`config.mk`:
```
export PLATFORM = sky130hd
export DESIGN_NAME = i2mt_master
export DESIGN_NICKNAME = d
export VERILOG_FILES = /design/src/core/i2mt_pkg.sv /design/src/core/i2mt_master.sv
export VERILOG_INCLUDE_DIRS = /design/src /design/src/core
export SDC_FILE = /design/constraint.sdc
export NUM_CORES = 1
export LEC_CHECK = 0
export BUFFER_PORTS_ARGS = -buffer_cell sky130_fd_sc_hd__buf_2
export CAP_MARGIN = 20
export CORE_MARGIN = 5
export CORE_UTILIZATION = 40
export DETAILED_ROUTE_END_ITERATION = 6
export PLACE_DENSITY_LB_ADDON = 0.15
export SLEW_MARGIN = 0
export SYNTH_ARGS = -nofsm -noshare
export SYNTH_HDL_FRONTEND = slang
export SYNTH_SLANG_ARGS = --single-unit
```
`constraint.sdc`:
```
create_clock -name hclk -period 2.7 [get_ports hclk]
set_input_delay 0.54 -clock hclk [delete_from_list [all_inputs] [get_ports hclk]]
set_output_delay 0.54 -clock hclk [all_outputs]
set_load 0.02 [all_outputs]
```
`src/core/i2mt_params.svh`:
```
`ifndef I2MT_PARAMS_SVH
`define I2MT_PARAMS_SVH
// register byte addresses
`define I2MT_A_CTRL1    8'h00
`define I2MT_A_CTRL2    8'h04
`define I2MT_A_STAT     8'h08
`define I2MT_A_BUF      8'h0C
`define I2MT_A_RELOAD   8'h10
`define I2MT_A_FLAGS    8'h14
// control_one fields
`define I2MT_C1_WRITE_COLLIDE_FLAG    7
`define I2MT_C1_PORTON  5
`define I2MT_MODE_MSTR  4'h8
// control_two fields
`define I2MT_C2_START   0
`define I2MT_C2_RSTART  1
`define I2MT_C2_ACKST   6
`define I2MT_C2_LOCK    5
// port_status_reg fields
`define I2MT_ST_FULL    0
`define I2MT_ST_SEEN    3
// flags register fields, generator width, bits per byte
`define I2MT_FL_EVENT   0
`define I2MT_FL_COLL    1
`define I2MT_RATE_W     7
`define I2MT_BITS       4'h8
`endif

```
`src/core/i2mt_pkg.sv`:
```
package i2mt_pkg;
  typedef enum logic [3:0] {
    ST_IDLE, ST_S_WAIT, ST_S_LOW, ST_R_SCLLO, ST_R_SDAHI, ST_R_SCLHI,
    ST_R_BOTH, ST_R_LOW, ST_T_LOW, ST_T_HIGH
  } i2mt_state_t;
endpackage

```
`src/core/i2mt_master.sv`:
```
// Behaviour
// - start_request with both lines high loads rate generator and starts counting
// - lines still high at timeout: pull SDA low, set start_seen
// - reload; next timeout clears start_request, stops generator, SDA stays low
// - lines low at start or SCL low early: collision_flag, abort, idle
// - start done: hold SCL low, clear start_request, set port_event_flag
// - buffer write while busy is dropped and sets write_collide_flag
// - low five control_two bits locked during start or restart
// - restart from idle: SCL low, then load generator, release SDA
// - SDA high at timeout: release SCL; then both high, then SDA low
// - after SDA-low period clear restart_request, no reload, SDA low
// - start_seen at once; port_event_flag only after generator timeout
// - restart_request outside idle has no effect
// - restart collision: SDA low at SCL rise or SCL low early
// - buffer write sets buffer_full and starts the generator
// - bit on SDA after SCL falls; SCL low one period, high one period
// - eighth falling edge: clear buffer_full, release SDA
// - ninth falling edge: SDA into slave_reply_status
// - after ninth clock: port_event_flag, generator stopped, SCL low
// - generator counts down twice per instruction cycle from reload, then stops
//
// The AHB-Lite register port and the register addresses are this design's own decisions.
`timescale 1ns/100ps
`default_nettype none
`include "i2mt_params.svh"
module i2mt_master #(
  parameter int RATE_W = `I2MT_RATE_W
) (
  // clock and reset
  input  wire logic        hclk,
  input  wire logic        hresetn,
  // ahb-lite slave
  input  wire logic        hsel,
  input  wire logic [31:0] haddr,
  input  wire logic [1:0]  htrans,
  input  wire logic        hwrite,
  input  wire logic [2:0]  hsize,
  input  wire logic        hready,
  input  wire logic [31:0] hwdata,
  output logic      [31:0] hrdata,
  output logic             hreadyout,
  output logic             hresp,
  // i2c lines
  input  wire logic        sda_in,
  output logic             sda_out,
  output logic             sda_oe,
  input  wire logic        scl_in,
  output logic             scl_out,
  output logic             scl_oe
);
  if (RATE_W < 1 || RATE_W > 8) begin : g_rate_chk
    $error("RATE_W out of range");
  end

  // line synchronisers
  logic [1:0] sda_sync_r;
  logic [1:0] scl_sync_r;
  logic       sda_s;
  logic       scl_s;
  always_ff @(posedge hclk or negedge hresetn) begin
    if (!hresetn) begin
      sda_sync_r <= 2'h3;
      scl_sync_r <= 2'h3;
    end else begin
      sda_sync_r <= {sda_sync_r[0], sda_in};
      scl_sync_r <= {scl_sync_r[0], scl_in};
    end
  end
  assign sda_s = sda_sync_r[1];
  assign scl_s = scl_sync_r[1];

  // bus address phase capture
  logic        wr_pend_r;
  logic        rd_pend_r;
  logic [7:0]  addr_r;
  always_ff @(posedge hclk or negedge hresetn) begin
    if (!hresetn) begin
      wr_pend_r <= 1'b0;
      rd_pend_r <= 1'b0;
      addr_r    <= 8'h00;
    end else if (hready) begin
      wr_pend_r <= hsel && htrans[1] && hwrite;
      rd_pend_r <= hsel && htrans[1] && !hwrite;
      addr_r    <= haddr[7:0];
    end
  end

  // registers
  i2mt_pkg::i2mt_state_t state_r;
  logic              port_on_r;
  logic [3:0]        mode_r;
  logic              write_collide_flag_r;
  logic              start_req_r;
  logic              rstart_req_r;
  logic [2:0]        c2_misc_r;
  logic              ack_stat_r;
  logic              full_r;
  logic              seen_r;
  logic              event_r;
  logic              coll_r;
  logic [7:0]        buf_r;
  logic [RATE_W-1:0] reload_r;
  logic [RATE_W-1:0] brg_r;
  logic              brg_run_r;
  logic              phase_r;
  logic [7:0]        shift_r;
  logic [3:0]        bitn_r;

  logic busy;
  logic tick;
  logic idle_ok;
  logic wr_ctrl1;
  logic wr_ctrl2;
  logic wr_buf;
  logic wr_rel;
  logic wr_flg;
  logic wr_stat;
  assign busy     = state_r != i2mt_pkg::ST_IDLE;
  assign idle_ok  = port_on_r && mode_r == `I2MT_MODE_MSTR;
  assign wr_ctrl1 = wr_pend_r && addr_r == `I2MT_A_CTRL1;
  assign wr_ctrl2 = wr_pend_r && addr_r == `I2MT_A_CTRL2;
  assign wr_buf   = wr_pend_r && addr_r == `I2MT_A_BUF;
  assign wr_rel   = wr_pend_r && addr_r == `I2MT_A_RELOAD;
  assign wr_flg   = wr_pend_r && addr_r == `I2MT_A_FLAGS;
  assign wr_stat  = wr_pend_r && addr_r == `I2MT_A_STAT;
  assign tick     = brg_run_r && brg_r == '0 && phase_r;

  // baud rate generator: one decrement per two hclk
  logic brg_load;
  logic brg_stop;
  always_ff @(posedge hclk or negedge hresetn) begin
    if (!hresetn) begin
      brg_r     <= '0;
      brg_run_r <= 1'b0;
      phase_r   <= 1'b0;
    end else if (brg_load) begin
      brg_r     <= reload_r;
      brg_run_r <= 1'b1;
      phase_r   <= 1'b0;
    end else if (brg_stop || tick) begin
      brg_run_r <= 1'b0;
      phase_r   <= 1'b0;
    end else if (brg_run_r) begin
      phase_r <= !phase_r;
      if (phase_r && brg_r != '0) begin
        brg_r <= brg_r - 1'b1;
      end
    end
  end

  // sequencer
  logic set_seen;
  logic set_event;
  logic set_coll;
  logic clr_start;
  logic clr_rstart;
  logic set_ack;
  logic sda_low_nxt;
  logic scl_low_nxt;
  logic sda_low_r;
  logic scl_low_r;
  logic go_start;
  logic go_rstart;
  logic buf_take;
  assign go_start  = state_r == i2mt_pkg::ST_IDLE && start_req_r && idle_ok;
  assign go_rstart = state_r == i2mt_pkg::ST_IDLE && rstart_req_r && idle_ok
                     && !start_req_r;
  assign buf_take  = wr_buf && !busy && !start_req_r && !rstart_req_r;

  i2mt_pkg::i2mt_state_t state_nxt;
  always_comb begin
    state_nxt   = state_r;
    brg_load    = 1'b0;
    brg_stop    = 1'b0;
    set_seen    = 1'b0;
    set_event   = 1'b0;
    set_coll    = 1'b0;
    clr_start   = 1'b0;
    clr_rstart  = 1'b0;
    set_ack     = 1'b0;
    sda_low_nxt = sda_low_r;
    scl_low_nxt = scl_low_r;
    unique case (state_r)
      i2mt_pkg::ST_IDLE: begin
        if (go_start) begin
          if (sda_s && scl_s) begin
            brg_load  = 1'b1;
            state_nxt = i2mt_pkg::ST_S_WAIT;
          end else if (!sda_s && !scl_s) begin
            set_coll  = 1'b1;
            clr_start = 1'b1;
          end
        end else if (go_rstart) begin
          scl_low_nxt = 1'b1;
          state_nxt   = i2mt_pkg::ST_R_SCLLO;
        end else if (buf_take) begin
          brg_load    = 1'b1;
          sda_low_nxt = 1'b0;
          state_nxt   = i2mt_pkg::ST_T_LOW;
        end
      end
      i2mt_pkg::ST_S_WAIT: begin
        if (!scl_s) begin
          set_coll    = 1'b1;
          clr_start   = 1'b1;
          brg_stop    = 1'b1;
          sda_low_nxt = 1'b0;
          scl_low_nxt = 1'b0;
          state_nxt   = i2mt_pkg::ST_IDLE;
        end else if (tick && sda_s) begin
          sda_low_nxt = 1'b1;
          set_seen    = 1'b1;
          brg_load    = 1'b1;
          state_nxt   = i2mt_pkg::ST_S_LOW;
        end else if (tick) begin
          set_coll  = 1'b1;
          clr_start = 1'b1;
          state_nxt = i2mt_pkg::ST_IDLE;
        end
      end
      i2mt_pkg::ST_S_LOW: begin
        if (tick) begin
          clr_start   = 1'b1;
          scl_low_nxt = 1'b1;
          set_event   = 1'b1;
          state_nxt   = i2mt_pkg::ST_IDLE;
        end
      end
      i2mt_pkg::ST_R_SCLLO: begin
        if (!scl_s) begin
          brg_load    = 1'b1;
          sda_low_nxt = 1'b0;
          state_nxt   = i2mt_pkg::ST_R_SDAHI;
        end
      end
      i2mt_pkg::ST_R_SDAHI: begin
        if (tick && sda_s) begin
          scl_low_nxt = 1'b0;
          state_nxt   = i2mt_pkg::ST_R_SCLHI;
        end else if (tick) begin
          set_coll    = 1'b1;
          clr_rstart  = 1'b1;
          scl_low_nxt = 1'b0;
          state_nxt   = i2mt_pkg::ST_IDLE;
        end
      end
      i2mt_pkg::ST_R_SCLHI: begin
        if (scl_s && !sda_s) begin
          set_coll   = 1'b1;
          clr_rstart = 1'b1;
          state_nxt  = i2mt_pkg::ST_IDLE;
        end else if (scl_s) begin
          brg_load  = 1'b1;
          state_nxt = i2mt_pkg::ST_R_BOTH;
        end
      end
      i2mt_pkg::ST_R_BOTH: begin
        if (!scl_s || !sda_s) begin
          set_coll   = 1'b1;
          clr_rstart = 1'b1;
          brg_stop   = 1'b1;
          state_nxt  = i2mt_pkg::ST_IDLE;
        end else if (tick) begin
          sda_low_nxt = 1'b1;
          set_seen    = 1'b1;
          brg_load    = 1'b1;
          state_nxt   = i2mt_pkg::ST_R_LOW;
        end
      end
      i2mt_pkg::ST_R_LOW: begin
        if (tick) begin
          clr_rstart  = 1'b1;
          set_event   = 1'b1;
          scl_low_nxt = 1'b1; // park scl low so the next byte starts from a low clock
          state_nxt  = i2mt_pkg::ST_IDLE;
        end
      end
      i2mt_pkg::ST_T_LOW: begin
        if (tick) begin
          scl_low_nxt = 1'b0;
          state_nxt   = i2mt_pkg::ST_T_HIGH;
        end
      end
      i2mt_pkg::ST_T_HIGH: begin
        if (scl_s && !brg_run_r && !tick) begin
          brg_load = 1'b1; // clock stretching: count high time from seen high
        end else if (tick) begin
          scl_low_nxt = 1'b1;
          if (bitn_r == `I2MT_BITS) begin
            set_ack   = 1'b1;
            set_event = 1'b1;
            sda_low_nxt = 1'b0;
            state_nxt = i2mt_pkg::ST_IDLE;
          end else begin
            brg_load    = 1'b1;
            sda_low_nxt = bitn_r == 4'h7 ? 1'b0 : !shift_r[6];
            state_nxt   = i2mt_pkg::ST_T_LOW;
          end
        end
      end
      default: state_nxt = i2mt_pkg::ST_IDLE;
    endcase
  end

  // state, lines and shifter
  always_ff @(posedge hclk or negedge hresetn) begin
    if (!hresetn) begin
      state_r   <= i2mt_pkg::ST_IDLE;
      sda_low_r <= 1'b0;
      scl_low_r <= 1'b0;
      shift_r   <= 8'h00;
      bitn_r    <= 4'h0;
    end else begin
      state_r   <= state_nxt;
      scl_low_r <= scl_low_nxt;
      if (buf_take) begin
        sda_low_r <= !hwdata[7];
        shift_r   <= hwdata[7:0];
        bitn_r    <= 4'h0;
      end else begin
        sda_low_r <= sda_low_nxt;
      end
      if (state_r == i2mt_pkg::ST_T_HIGH && tick) begin
        shift_r <= {shift_r[6:0], 1'b0};
        bitn_r  <= bitn_r + 4'h1;
      end
    end
  end
  // open drain: enable only when pulling low
  always_ff @(posedge hclk or negedge hresetn) begin
    if (!hresetn) begin
      sda_oe  <= 1'b0;
      scl_oe  <= 1'b0;
      sda_out <= 1'b0;
      scl_out <= 1'b0;
    end else begin
      sda_oe  <= sda_low_nxt || (buf_take && !hwdata[7]);
      scl_oe  <= scl_low_nxt;
      sda_out <= 1'b0;
      scl_out <= 1'b0;
    end
  end

  // software registers
  logic blocked;
  assign blocked = busy || start_req_r || rstart_req_r;
  always_ff @(posedge hclk or negedge hresetn) begin
    if (!hresetn) begin
      port_on_r    <= 1'b0;
      mode_r       <= 4'h0;
      write_collide_flag_r       <= 1'b0;
      start_req_r  <= 1'b0;
      rstart_req_r <= 1'b0;
      c2_misc_r    <= 3'h0;
      ack_stat_r   <= 1'b0;
      full_r       <= 1'b0;
      seen_r       <= 1'b0;
      event_r      <= 1'b0;
      coll_r       <= 1'b0;
      buf_r        <= 8'h00;
      reload_r     <= '0;
    end else begin
      if (wr_ctrl1) begin
        port_on_r <= hwdata[`I2MT_C1_PORTON];
        mode_r    <= hwdata[3:0];
        if (!hwdata[`I2MT_C1_WRITE_COLLIDE_FLAG]) write_collide_flag_r <= 1'b0;
      end
      if (wr_buf && blocked) write_collide_flag_r <= 1'b1;
      if (buf_take) begin
        buf_r  <= hwdata[7:0];
        full_r <= 1'b1;
      end else if (state_r == i2mt_pkg::ST_T_HIGH && tick && bitn_r == 4'h7) begin
        full_r <= 1'b0;
      end
      if (wr_ctrl2 && !(start_req_r || rstart_req_r)) begin
        start_req_r  <= hwdata[`I2MT_C2_START];
        rstart_req_r <= hwdata[`I2MT_C2_RSTART] && !busy;
        c2_misc_r    <= hwdata[4:2];
      end else begin
        if (clr_start) start_req_r <= 1'b0;
        if (clr_rstart) rstart_req_r <= 1'b0;
      end
      if (set_ack) ack_stat_r <= sda_s;
      if (set_seen) seen_r <= 1'b1;
      else if (wr_stat) seen_r <= hwdata[`I2MT_ST_SEEN];
      if (set_event) event_r <= 1'b1;
      else if (wr_flg && !hwdata[`I2MT_FL_EVENT]) event_r <= 1'b0;
      if (set_coll) coll_r <= 1'b1;
      else if (wr_flg && !hwdata[`I2MT_FL_COLL]) coll_r <= 1'b0;
      if (wr_rel) reload_r <= hwdata[RATE_W-1:0];
    end
  end

  // read data
  logic [31:0] rd_mux;
  always_comb begin
    rd_mux = 32'h0000_0000;
    unique case (addr_r)
      `I2MT_A_CTRL1:  rd_mux = {24'h0, write_collide_flag_r, 1'b0, port_on_r, 1'b0, mode_r};
      `I2MT_A_CTRL2:  rd_mux = {24'h0, 1'b0, ack_stat_r, 1'b0, c2_misc_r,
                                rstart_req_r, start_req_r};
      `I2MT_A_STAT:   rd_mux = {24'h0, 4'h0, seen_r, 2'h0, full_r};
      `I2MT_A_BUF:    rd_mux = {24'h0, buf_r};
      `I2MT_A_RELOAD: rd_mux = 32'(reload_r);
      `I2MT_A_FLAGS:  rd_mux = {30'h0, coll_r, event_r};
      default:        rd_mux = 32'h0000_0000;
    endcase
  end
  always_ff @(posedge hclk or negedge hresetn) begin
    if (!hresetn) begin
      hrdata    <= 32'h0000_0000;
      hreadyout <= 1'b1;
      hresp     <= 1'b0;
    end else begin
      hrdata    <= rd_pend_r ? rd_mux : 32'h0000_0000;
      hreadyout <= !(hsel && htrans[1] && hready && !hwrite);
      hresp     <= 1'b0;
    end
  end

  a_start_event: assert property (@(posedge hclk) disable iff (!hresetn)
    (state_r == i2mt_pkg::ST_S_LOW && tick) |=> event_r && scl_oe && !start_req_r)
    else $error("start completion wrong");
  a_write_collide_flag_set: assert property (@(posedge hclk) disable iff (!hresetn)
    (wr_buf && blocked) |=> write_collide_flag_r && $stable(buf_r))
    else $error("write collision not flagged");
  a_coll_idle: assert property (@(posedge hclk) disable iff (!hresetn)
    set_coll |=> coll_r && state_r == i2mt_pkg::ST_IDLE)
    else $error("collision did not idle");
  a_full_set: assert property (@(posedge hclk) disable iff (!hresetn)
    buf_take |=> full_r && brg_run_r)
    else $error("buffer write did not start");
  a_seen_set: assert property (@(posedge hclk) disable iff (!hresetn)
    set_seen |=> seen_r ##1 sda_oe)
    else $error("start not seen");
  a_rstart_idle: assert property (@(posedge hclk) disable iff (!hresetn)
    (busy && wr_ctrl2 && !start_req_r && !rstart_req_r) |=> !rstart_req_r)
    else $error("restart accepted while busy");
  a_ack_sample: assert property (@(posedge hclk) disable iff (!hresetn)
    set_ack |=> ack_stat_r == $past(sda_s) && event_r)
    else $error("ack not sampled");
  a_brg_stop: assert property (@(posedge hclk) disable iff (!hresetn)
    tick && !brg_load |=> !brg_run_r)
    else $error("generator kept running");
endmodule
`default_nettype wire

```
======== Word-level counts from Yosys, hierarchy flattened ========
Cells that the tools add are included.
word-level totals
  word-level logic and storage cells ...... 244
  bits in registers ....................... 105
  output and inout port bits .............. 38
operators by class
  mux-type cells .......................... 102
  reduce and logical (&&, ||, !) cells .... 81
  $add $sub $neg .......................... 2
  equality and inequality tests ........... 30
operator list
  operator             number
  $mux 4               19
  $mux 1               65
  $pmux 8 s6           1
  $mux 7               6
  $logic_and 1x1->1    37
  $pmux 4 s9           1
  $mux 32              1
  $reduce_bool 2->1    11
  $eq 4x3->1 const B   5
  $eq 4x4->1 const B   4
  $eq 8x4->1 const B   2
  $eq 8x5->1 const B   2
  $ne 2x2->1 const B   8
  $logic_not 1->1      15
  $pmux 1 s6           2
  $pmux 1 s5           2
  $eq 4x2->1 const B   2
  $eq 8x3->1 const B   1
  $logic_not 8->1      1
  $reduce_and 8->1     1
  $logic_not 7->1      1
  $reduce_bool 7->1    1
  $sub 7x1->7 const B  1
  $logic_or 1x1->1     6
  17 further kinds     20

======== Depth between registers and ports, before layout ========
Gate-level depths: netlist (run 1).
  depth in word-level cells ............... 11
  gate-level depth with buffers ........... 9
  gate-level depth less buffers ........... 8

======== Worst setup path after synthesis (run 1) ========
No wires, ideal clock.
  path kind ............................... reg2reg
  from .................................... reg brg_r[0]
  to ...................................... reg state_r[0]
  clock period less this slack ............ 2.020 ns
  arrival ................................. 1.876 ns
  slack ................................... 0.680 ns
  stages on the path, launching flop included .. 9
  path through ............................ dfrtp_1 -> inv_1 -> ha_1 -> nor3b_1 -> and3_1 -> buf_2 -> nor4_1 -> a2111oi_0 -> o221ai_1
on the way
  longest elaborated chain between the ends .. 7
ends and longest elaborated chain
  element                                         line                                    text
  start: declaration                              i2mt_master.sv:103                      logic [RATE_W-1:0] brg_r;
  start signal: assignment                        i2mt_master.sv:137                      brg_r <= reload_r;
  start signal: assignment                        i2mt_master.sv:146                      brg_r <= brg_r - 1'b1;
  $logic_not 7->1 (*)                             i2mt_master.sv:126                      assign tick = brg_run_r && brg_r == '0 && phase_r;
  $logic_and 1x1->1 (*) (2 in series)             i2mt_master.sv:126
  $mux 4, or another cell as far along            n/a
  $mux 4 or $logic_and 1x1->1 (tied branches)     i2mt_master.sv:210, i2mt_master.sv:285
  $mux 4 or $ne 2x2->1 (tied branches)            n/a
  $pmux 4 s9 or $reduce_and 8->1 (tied branches)  n/a
  end signal: assignment                          i2mt_master.sv:308                      state_r <= i2mt_pkg::ST_IDLE;
  end signal: assignment                          i2mt_master.sv:314                      state_r <= state_nxt;
  end: declaration                                i2mt_master.sv:89                       i2mt_pkg::i2mt_state_t state_r;
Mark *: on every way between the ends. The rest lies on a longest branch, timed or not.
A chain may end at the register's enable or synchronous reset.

======== Final worst setup path (run 1) ========
  from .................................... reg brg_r[0]
  to ...................................... reg brg_r[1]
on the way
  longest elaborated chain between the ends .. 9
ends and longest elaborated chain
  element                                                    line                                    text
  $logic_not 7->1                                            i2mt_master.sv:126
  $logic_and 1x1->1 (2 in series)                            i2mt_master.sv:126
  $logic_and 1x1->1 or $logic_not 1->1 (tied branches)       i2mt_master.sv:210, i2mt_master.sv:285
  $mux 1 or $logic_and 1x1->1 (tied branches)                i2mt_master.sv:210, i2mt_master.sv:285
  $mux 1, on equally long branches                           i2mt_master.sv:203, i2mt_master.sv:285
  $pmux 1 s6                                                 i2mt_master.sv:183                      unique case (state_r)
  $ne 2x2->1 (no line) or $reduce_bool 2->1 (tied branches)  n/a
  $reduce_and 3->1 (no line)                                 n/a
Several ways; a longest one is shown, not always the timed one. The select of a mux whose other input is x is not followed.

==> run metrics, run 1 <==
asr flop ratio synth=100%; Setup Fix Bufs, Post-CTS=0; DR WL/cell=17.4 um; final hold violation count=0; met2 WL post-DR=5180 um; critical path launch point type=flop; initial antenna violation count=0; Power Density=720 nW/um^2; reg-to-reg endpoint=brg_r[1]$_DFFE_PN0P_; logic gate share of total power=23.6%; #FFs+latches synth=81; I/O pin cnt=114; Overall Global Routing Usage=17.9%; register area share after synthesis=44.3%; Cells after Synth=480; drt total wl=11,600 um; Tmin final=~2400 ps; Critical Path Fanout Max=9; DR WL met3=a little over 800 um; Worst Max-Slew Pin Slew=~600 ps; commonest non-fill, non-tap cell in the layout=nand2_1; Slew headroom=58.7%; sum of negative setup slack=0 ps; Die X=117 um; root buffer cell=clkbuf_16; r2r setup slk=270 ps; Slew Limit Fails=0; post-synthesis instance area=roughly 4600 um^2; Power Total=3770 uW; P_leak=~0.0022 uW; Skew-Pair Late Insertion Delay=~340 ps; PortBufs=34; total gr overflow=0; DR vias/cell=5.54; Die H=117 um; first-pass GRT wire length=between 15,000 and 20,000 um; hpwl dp=approximately 8700 um; CP Data Required Time=2920 ps; CTS resizes=0; crit share post-route=89.9%; Clk pwr share=36.5%; clock-pin slew on the worst setup and hold paths=60 ps; P_int=2590 uW; Hold WC Path Type=input pin to async pin; First DRT Iteration DRCs=356; reg2reg start=brg_r[0]$_DFFE_PN0P_; M1 wire length=between 5000 and 6000 um; R2R depth=7; most frequent cells in the layout=nand2_1 (77), dfrtp_1 (76), o21ai_0 (33), buf_2 (33), conb_1 (27); Final Skew=8.28 ps; Psw=1170 uW; largest net degree at the start of global routing=44; Most used DFF post-synth=dfrtp_1; Seq pwr share=39.9%; TritonCTS buffer count=9; Mean Syn Cell Area=9.57 um^2; CTS tree=built; FMAX=0.412 GHz; Final nets=600; max cap viols=0; diode count=0; die area=13,700 um^2; top layer in use=met4; Max VDD drop=371 uV; CP endpoint kind=flop; vias in the first global route=3,562; CTS Sinks=81; Sw Ratio=31.1%; RSZ-0062 raised after global routing=no; routed via count=3,709; first drt pass iteration count=5; post-layout util=46.2%; final setup fails=0; core box area=between 10,000 and 15,000 um^2; P&R area growth vs syn=13.8%; synth unique cells=73; row count=39; H-tree depth=3; Worst EP arrival=approximately 2700 ps; clock buffer depth=2; Filler cells=1,098; CP Class=flop to flop; Initial Util=40.6%; number of synthesized flops with an enable pin=0; DRC viols=0; outcome=finished, final reports clean; GP Congestion=0.942; layout cell share with drive strength beyond 1=22.4%; DRT antenna net count=0; Synth warnings=0; CTS Hold Bufs=0
## registers in the layout (all words and copies together) (netlist names), 3 cells and up
signal / count
shift_r: 7
buf_r: 8
bitn_r: 4
brg_r: 7
addr_r: 8
hrdata: 8
c2_misc_r: 3
state_r: 4
reload_r: 7
mode_r: 4
## cells in the mapped netlist, types with 7 or more instances
cell / number / share of area (%)
a21oi_1: 19 / 2.1
buf_2: 9 / 0.98
buf_4: 29 / 4.7
clkbuf_1: 9 / 0.74
dfrtp_1: 76 / 41
inv_1: 15 / 1.2
mux2_2: 19 / 4.7
mux2_4: 7 / 2.3
mux2i_1: 8 / 1.7
nand2_1: 77 / 6.3
nand3_1: 9 / 0.98
nor2_1: 23 / 1.9
nor3_1: 10 / 1.1
nor4_1: 9 / 1.2
o21ai_0: 33 / 3.6
o31ai_1: 8 / 1.3
## how the worst max path moves through the flow
stage,startpoint,end,slack [ps],cells after the start
2_1_floorplan,brg_r[0]$_DFFE_PN0P_,state_r[0]$_DFFE_PN0P_,680,8
3_3_place_gp,brg_r[0]$_DFFE_PN0P_,brg_r[1]$_DFFE_PN0P_,380,7
3_5_place_dp,brg_r[0]$_DFFE_PN0P_,brg_r[3]$_DFFE_PN0P_,340,7
4_1_cts,brg_r[0]$_DFFE_PN0P_,brg_r[1]$_DFFE_PN0P_,320,7
5_1_grt,brg_r[0]$_DFFE_PN0P_,state_r[2]$_DFFE_PN0P_,130,9
6_report,brg_r[0]$_DFFE_PN0P_,brg_r[1]$_DFFE_PN0P_,270,7
## layer usage
metal,track usage [%],vias to the layer above
li1,-,1753
met1,26.2,1782
met2,26.7,155
met3,2.78,19
met4,6.73,0
met5,0,-
## cell families after synthesis
kind of cell / count (synthesis) / share of synthesized area, %
AND/OR/NAND/NOR: 179 / 20.9
AO/OA/AOI/OAI: 108 / 15.5
flip-flops: 81 / 44.3
buffers and inverters: 64 / 7.85
XOR/XNOR: 9 / 1.72
multiplexers: 35 / 8.94
other: 1 / 0.0817
adder cells (fa/ha/maj): 3 / 0.818
## through the flow
stage | instance area, um^2 | worst slack, ps | std cells | hold WS, ps
2_1_floorplan | 4690 | 680 | 506 | 244
3_3_place_gp | 4890 | 377 | 653 | 346
3_5_place_dp | 4890 | 343 | 653 | 347
4_1_cts | 5230 | 317 | 669 | 218
5_1_grt | 5230 | 130 | 669 | 254
6_report | 5230 | 271 | 669 | 197
## power by group through the flow
| stage | combinational [uW] | sequential (uW) | clock (uW) |
|---|---|---|---|
| after detailed placement | 883 | 1520 | 0 |
| after global placement | 867 | 1520 | 0 |
| final | 888 | 1500 | 1370 |
| after CTS | 887 | 1500 | 1400 |
| after floorplan | 697 | 1460 | 0 |
| after global routing | 985 | 1520 | 1430 |
## final cells by class
type,count,area (um^2),area share [%]
inverter,16,60.1,1.15
sequential,81,2030,38.9
tap,143,179,3.42
multi-input combinational,361,2300,43.9
clock inverter,5,85.1,1.63
timing repair buffer,52,320,6.13
clock buffer,11,253,4.84
## worst max-delay path, stage by stage, from the launching register on
cell and delay [ps]:
dfrtp_1 420, inv_1 80, ha_1 180, nor3b_1 470
and3_1 420, o31ai_1 200, nand3_4 220, mux2_4 320
No activity file was read; power rests on OpenSTA's default activity.
==> inputs of run 2 (changes only) <==
--- a/config.mk
+++ b/config.mk
@@ -6,6 +6,7 @@
 export SDC_FILE = /design/constraint.sdc
 export NUM_CORES = 1
 export LEC_CHECK = 0
+export ABC_AREA = 1
 export BUFFER_PORTS_ARGS = -buffer_cell sky130_fd_sc_hd__buf_2
 export CAP_MARGIN = 20
 export CORE_MARGIN = 5
==> run metrics, run 2 <==
outcome=finished, final reports clean; Sw Ratio=a little over a third; row count=39; vias in the first global route=3,792; asr flop ratio synth=100%; Cells after Synth=598; commonest non-fill, non-tap cell in the layout=nand2_1; most frequent cells in the layout=nand2_1 (171), dfrtp_1 (76), inv_1 (67); TritonCTS buffer count=9; Seq pwr share=39.6%; core box area=11,500 um^2; DRC viols=0; sum of negative setup slack=0 ps; First DRT Iteration DRCs=about 200; logic gate share of total power=28.7%; Top delay family on crit path=simple AND/OR/NAND/NOR gates; CP Data Required Time=2920 ps; CTS resizes=0; root buffer cell=clkbuf_16; Worst path slowest cell=nor2_4; most common cell in the netlist=nand2_1; placed instance area=4870 um^2; final hold violation count=0; Mean Syn Cell Area=7.83 um^2; first-pass GRT wire length=19,300 um; clock buffer depth=2; crit share post-route=80.2%; biggest regs=addr_r x8, buf_r x8, hrdata x8; layout cell share with drive strength beyond 1=16.1%; post-synthesis instance area=about 4700 um^2; Filler cells=roughly 1.2k; commonest cells in the netlist=nand2_1 (171), dfrtp_1 (76), inv_1 (67); hpwl dp=8520 um; GP Congestion=0.896; Setup Fix Bufs, Post-CTS=0; H-tree depth=3; P&R area growth vs syn=10.6%; #FFs+latches synth=81; CTS Sinks=81; Power Density=roughly 760 nW/um^2; RSZ-0062 raised after global routing=no; setup ws final=535 ps; clock-pin slew on the worst setup and hold paths=60 ps; Final nets=approximately 710; critical path launch point type=flop; Skew-Pair Late Insertion Delay=approximately 340 ps; Die X=118 um; Worst EP arrival=2390 ps; cells along the critical path=inv_1 > ha_1 > inv_1 > nor2_1 > nand3_1 > nor2_4 > nand2_1 > nand2_1 > nor2_4 > nand2_4 > or2_1; drt total wl=11,500 um; initial antenna violation count=0; DRT antenna net count=0; Crit path depth=11; Synth top area share=40.6%; FMAX=0.462 GHz; Clk pwr share=about a third; Overall Global Routing Usage=16.9%; Most used DFF post-synth=dfrtp_1; Area contributors post-synth=dfrtp_1 (41%), nand2_1 (14%), nand3_1 (6.0%), inv_1 (5.4%), buf_4 (4.5%); register area share after synthesis=43.4%; Cells after DPL=~770; Slowest Stage Delay on Critical Path=380 ps; number of synthesized flops with an enable pin=0; Layout Cells excl Fill=between 700 and 800; synth unique cells=between 40 and 50; P_leak=0.00270 uW; I/O pin cnt=114; die area=~14,000 um^2; Slew Limit Fails=0; DR WL/cell=14.7 um; largest net degree at the start of global routing=82; Critical Path Fanout Max=15; Die H=118 um; max cap viols=0; PortBufs=34; Final Skew=9.34 ps; final setup fails=0; DP Worst Slack=587 ps; CTS Hold Bufs=0; r2r setup slk=540 ps; DR vias/cell=4.99; CP endpoint kind=flop; Psw=1410 uW; Synth warnings=0; Tmin final=2160 ps; total gr overflow=0; P_int=2530 uW; R2R depth=11; diode count=0; Hold WC Path Type=input pin to async pin; area leader, netlist=dfrtp_1; CP Class=flop to flop; routed via count=3,897; final instance area=5180 um^2; Initial Util=40.8%; CTS tree=built; critical path buffer and inverter count=2; first drt pass iteration count=4; Max VDD drop=467 uV; post-layout util=45.1%
==> run 2: path summary, 6_finish.rpt <==
kind / startpoint / endpoint
max: brg_r[0]$_DFFE_PN0P_ / brg_run_r$_DFFE_PN0P_
min: hresetn / c2_misc_r[0]$_DFFE_PN0P_
max reg2reg: brg_r[0]$_DFFE_PN0P_ / brg_run_r$_DFFE_PN0P_
min reg2reg: sda_sync_r[0]$_DFF_PN1_ / sda_sync_r[1]$_DFF_PN1_
max in group asynchronous: hresetn / hreadyout$_DFF_PN1_
min in group hclk: sda_in / sda_sync_r[0]$_DFF_PN1_
==> run 2: cell type report <==
| cell class | instances | area, um^2 | share of cell area, % |
|---|---|---|---|
| clock buffers | 11 | 253 | 4.88 |
| inverters | 75 | 282 | 5.44 |
| well taps | 143 | 179 | 3.46 |
| flip-flops and latches | 81 | 2030 | 39.3 |
| multi-input cells | 429 | 2170 | 41.9 |
| repair buffers | 37 | 208 | 4.01 |
| clock inverters | 5 | 53.8 | 1.04 |
==> run 2: power by group through the flow <==
stage               clock (uW)  combinational (uW)  sequential (uW)
floorplan                    0                 954             1510
CTS                       1290                1140             1560
detailed placement           0                1130             1580
global route              1350                1290             1590
global placement             0                1110             1570
finish                    1250                1130             1560
==> run 2: per-layer routing <==
metal  global-route usage (%)  wire length (um)
met3                     3.72               631
met4                     6.09               203
met5                        0                 0
met1                     23.9              5500
met2                     25.7              5120
==> run 2: cell families after synthesis <==
family	share of synthesized area, %
buffers and inverters	12.3
flip-flops	43.4
XOR/XNOR	1.12
multiplexers	0.721
other	0.0801
adder cells (fa/ha/maj)	0.802
AND/OR/NAND/NOR	32.9
AO/OA/AOI/OAI	8.61
==> run 2: metrics by stage <==
stage	hold slack [ps]	total power, uW
4_1_cts	244	3980
5_1_grt	251	4220
3_3_place_gp	346	2680
2_1_floorplan	244	2470
6_report	226	3940
3_5_place_dp	349	2710
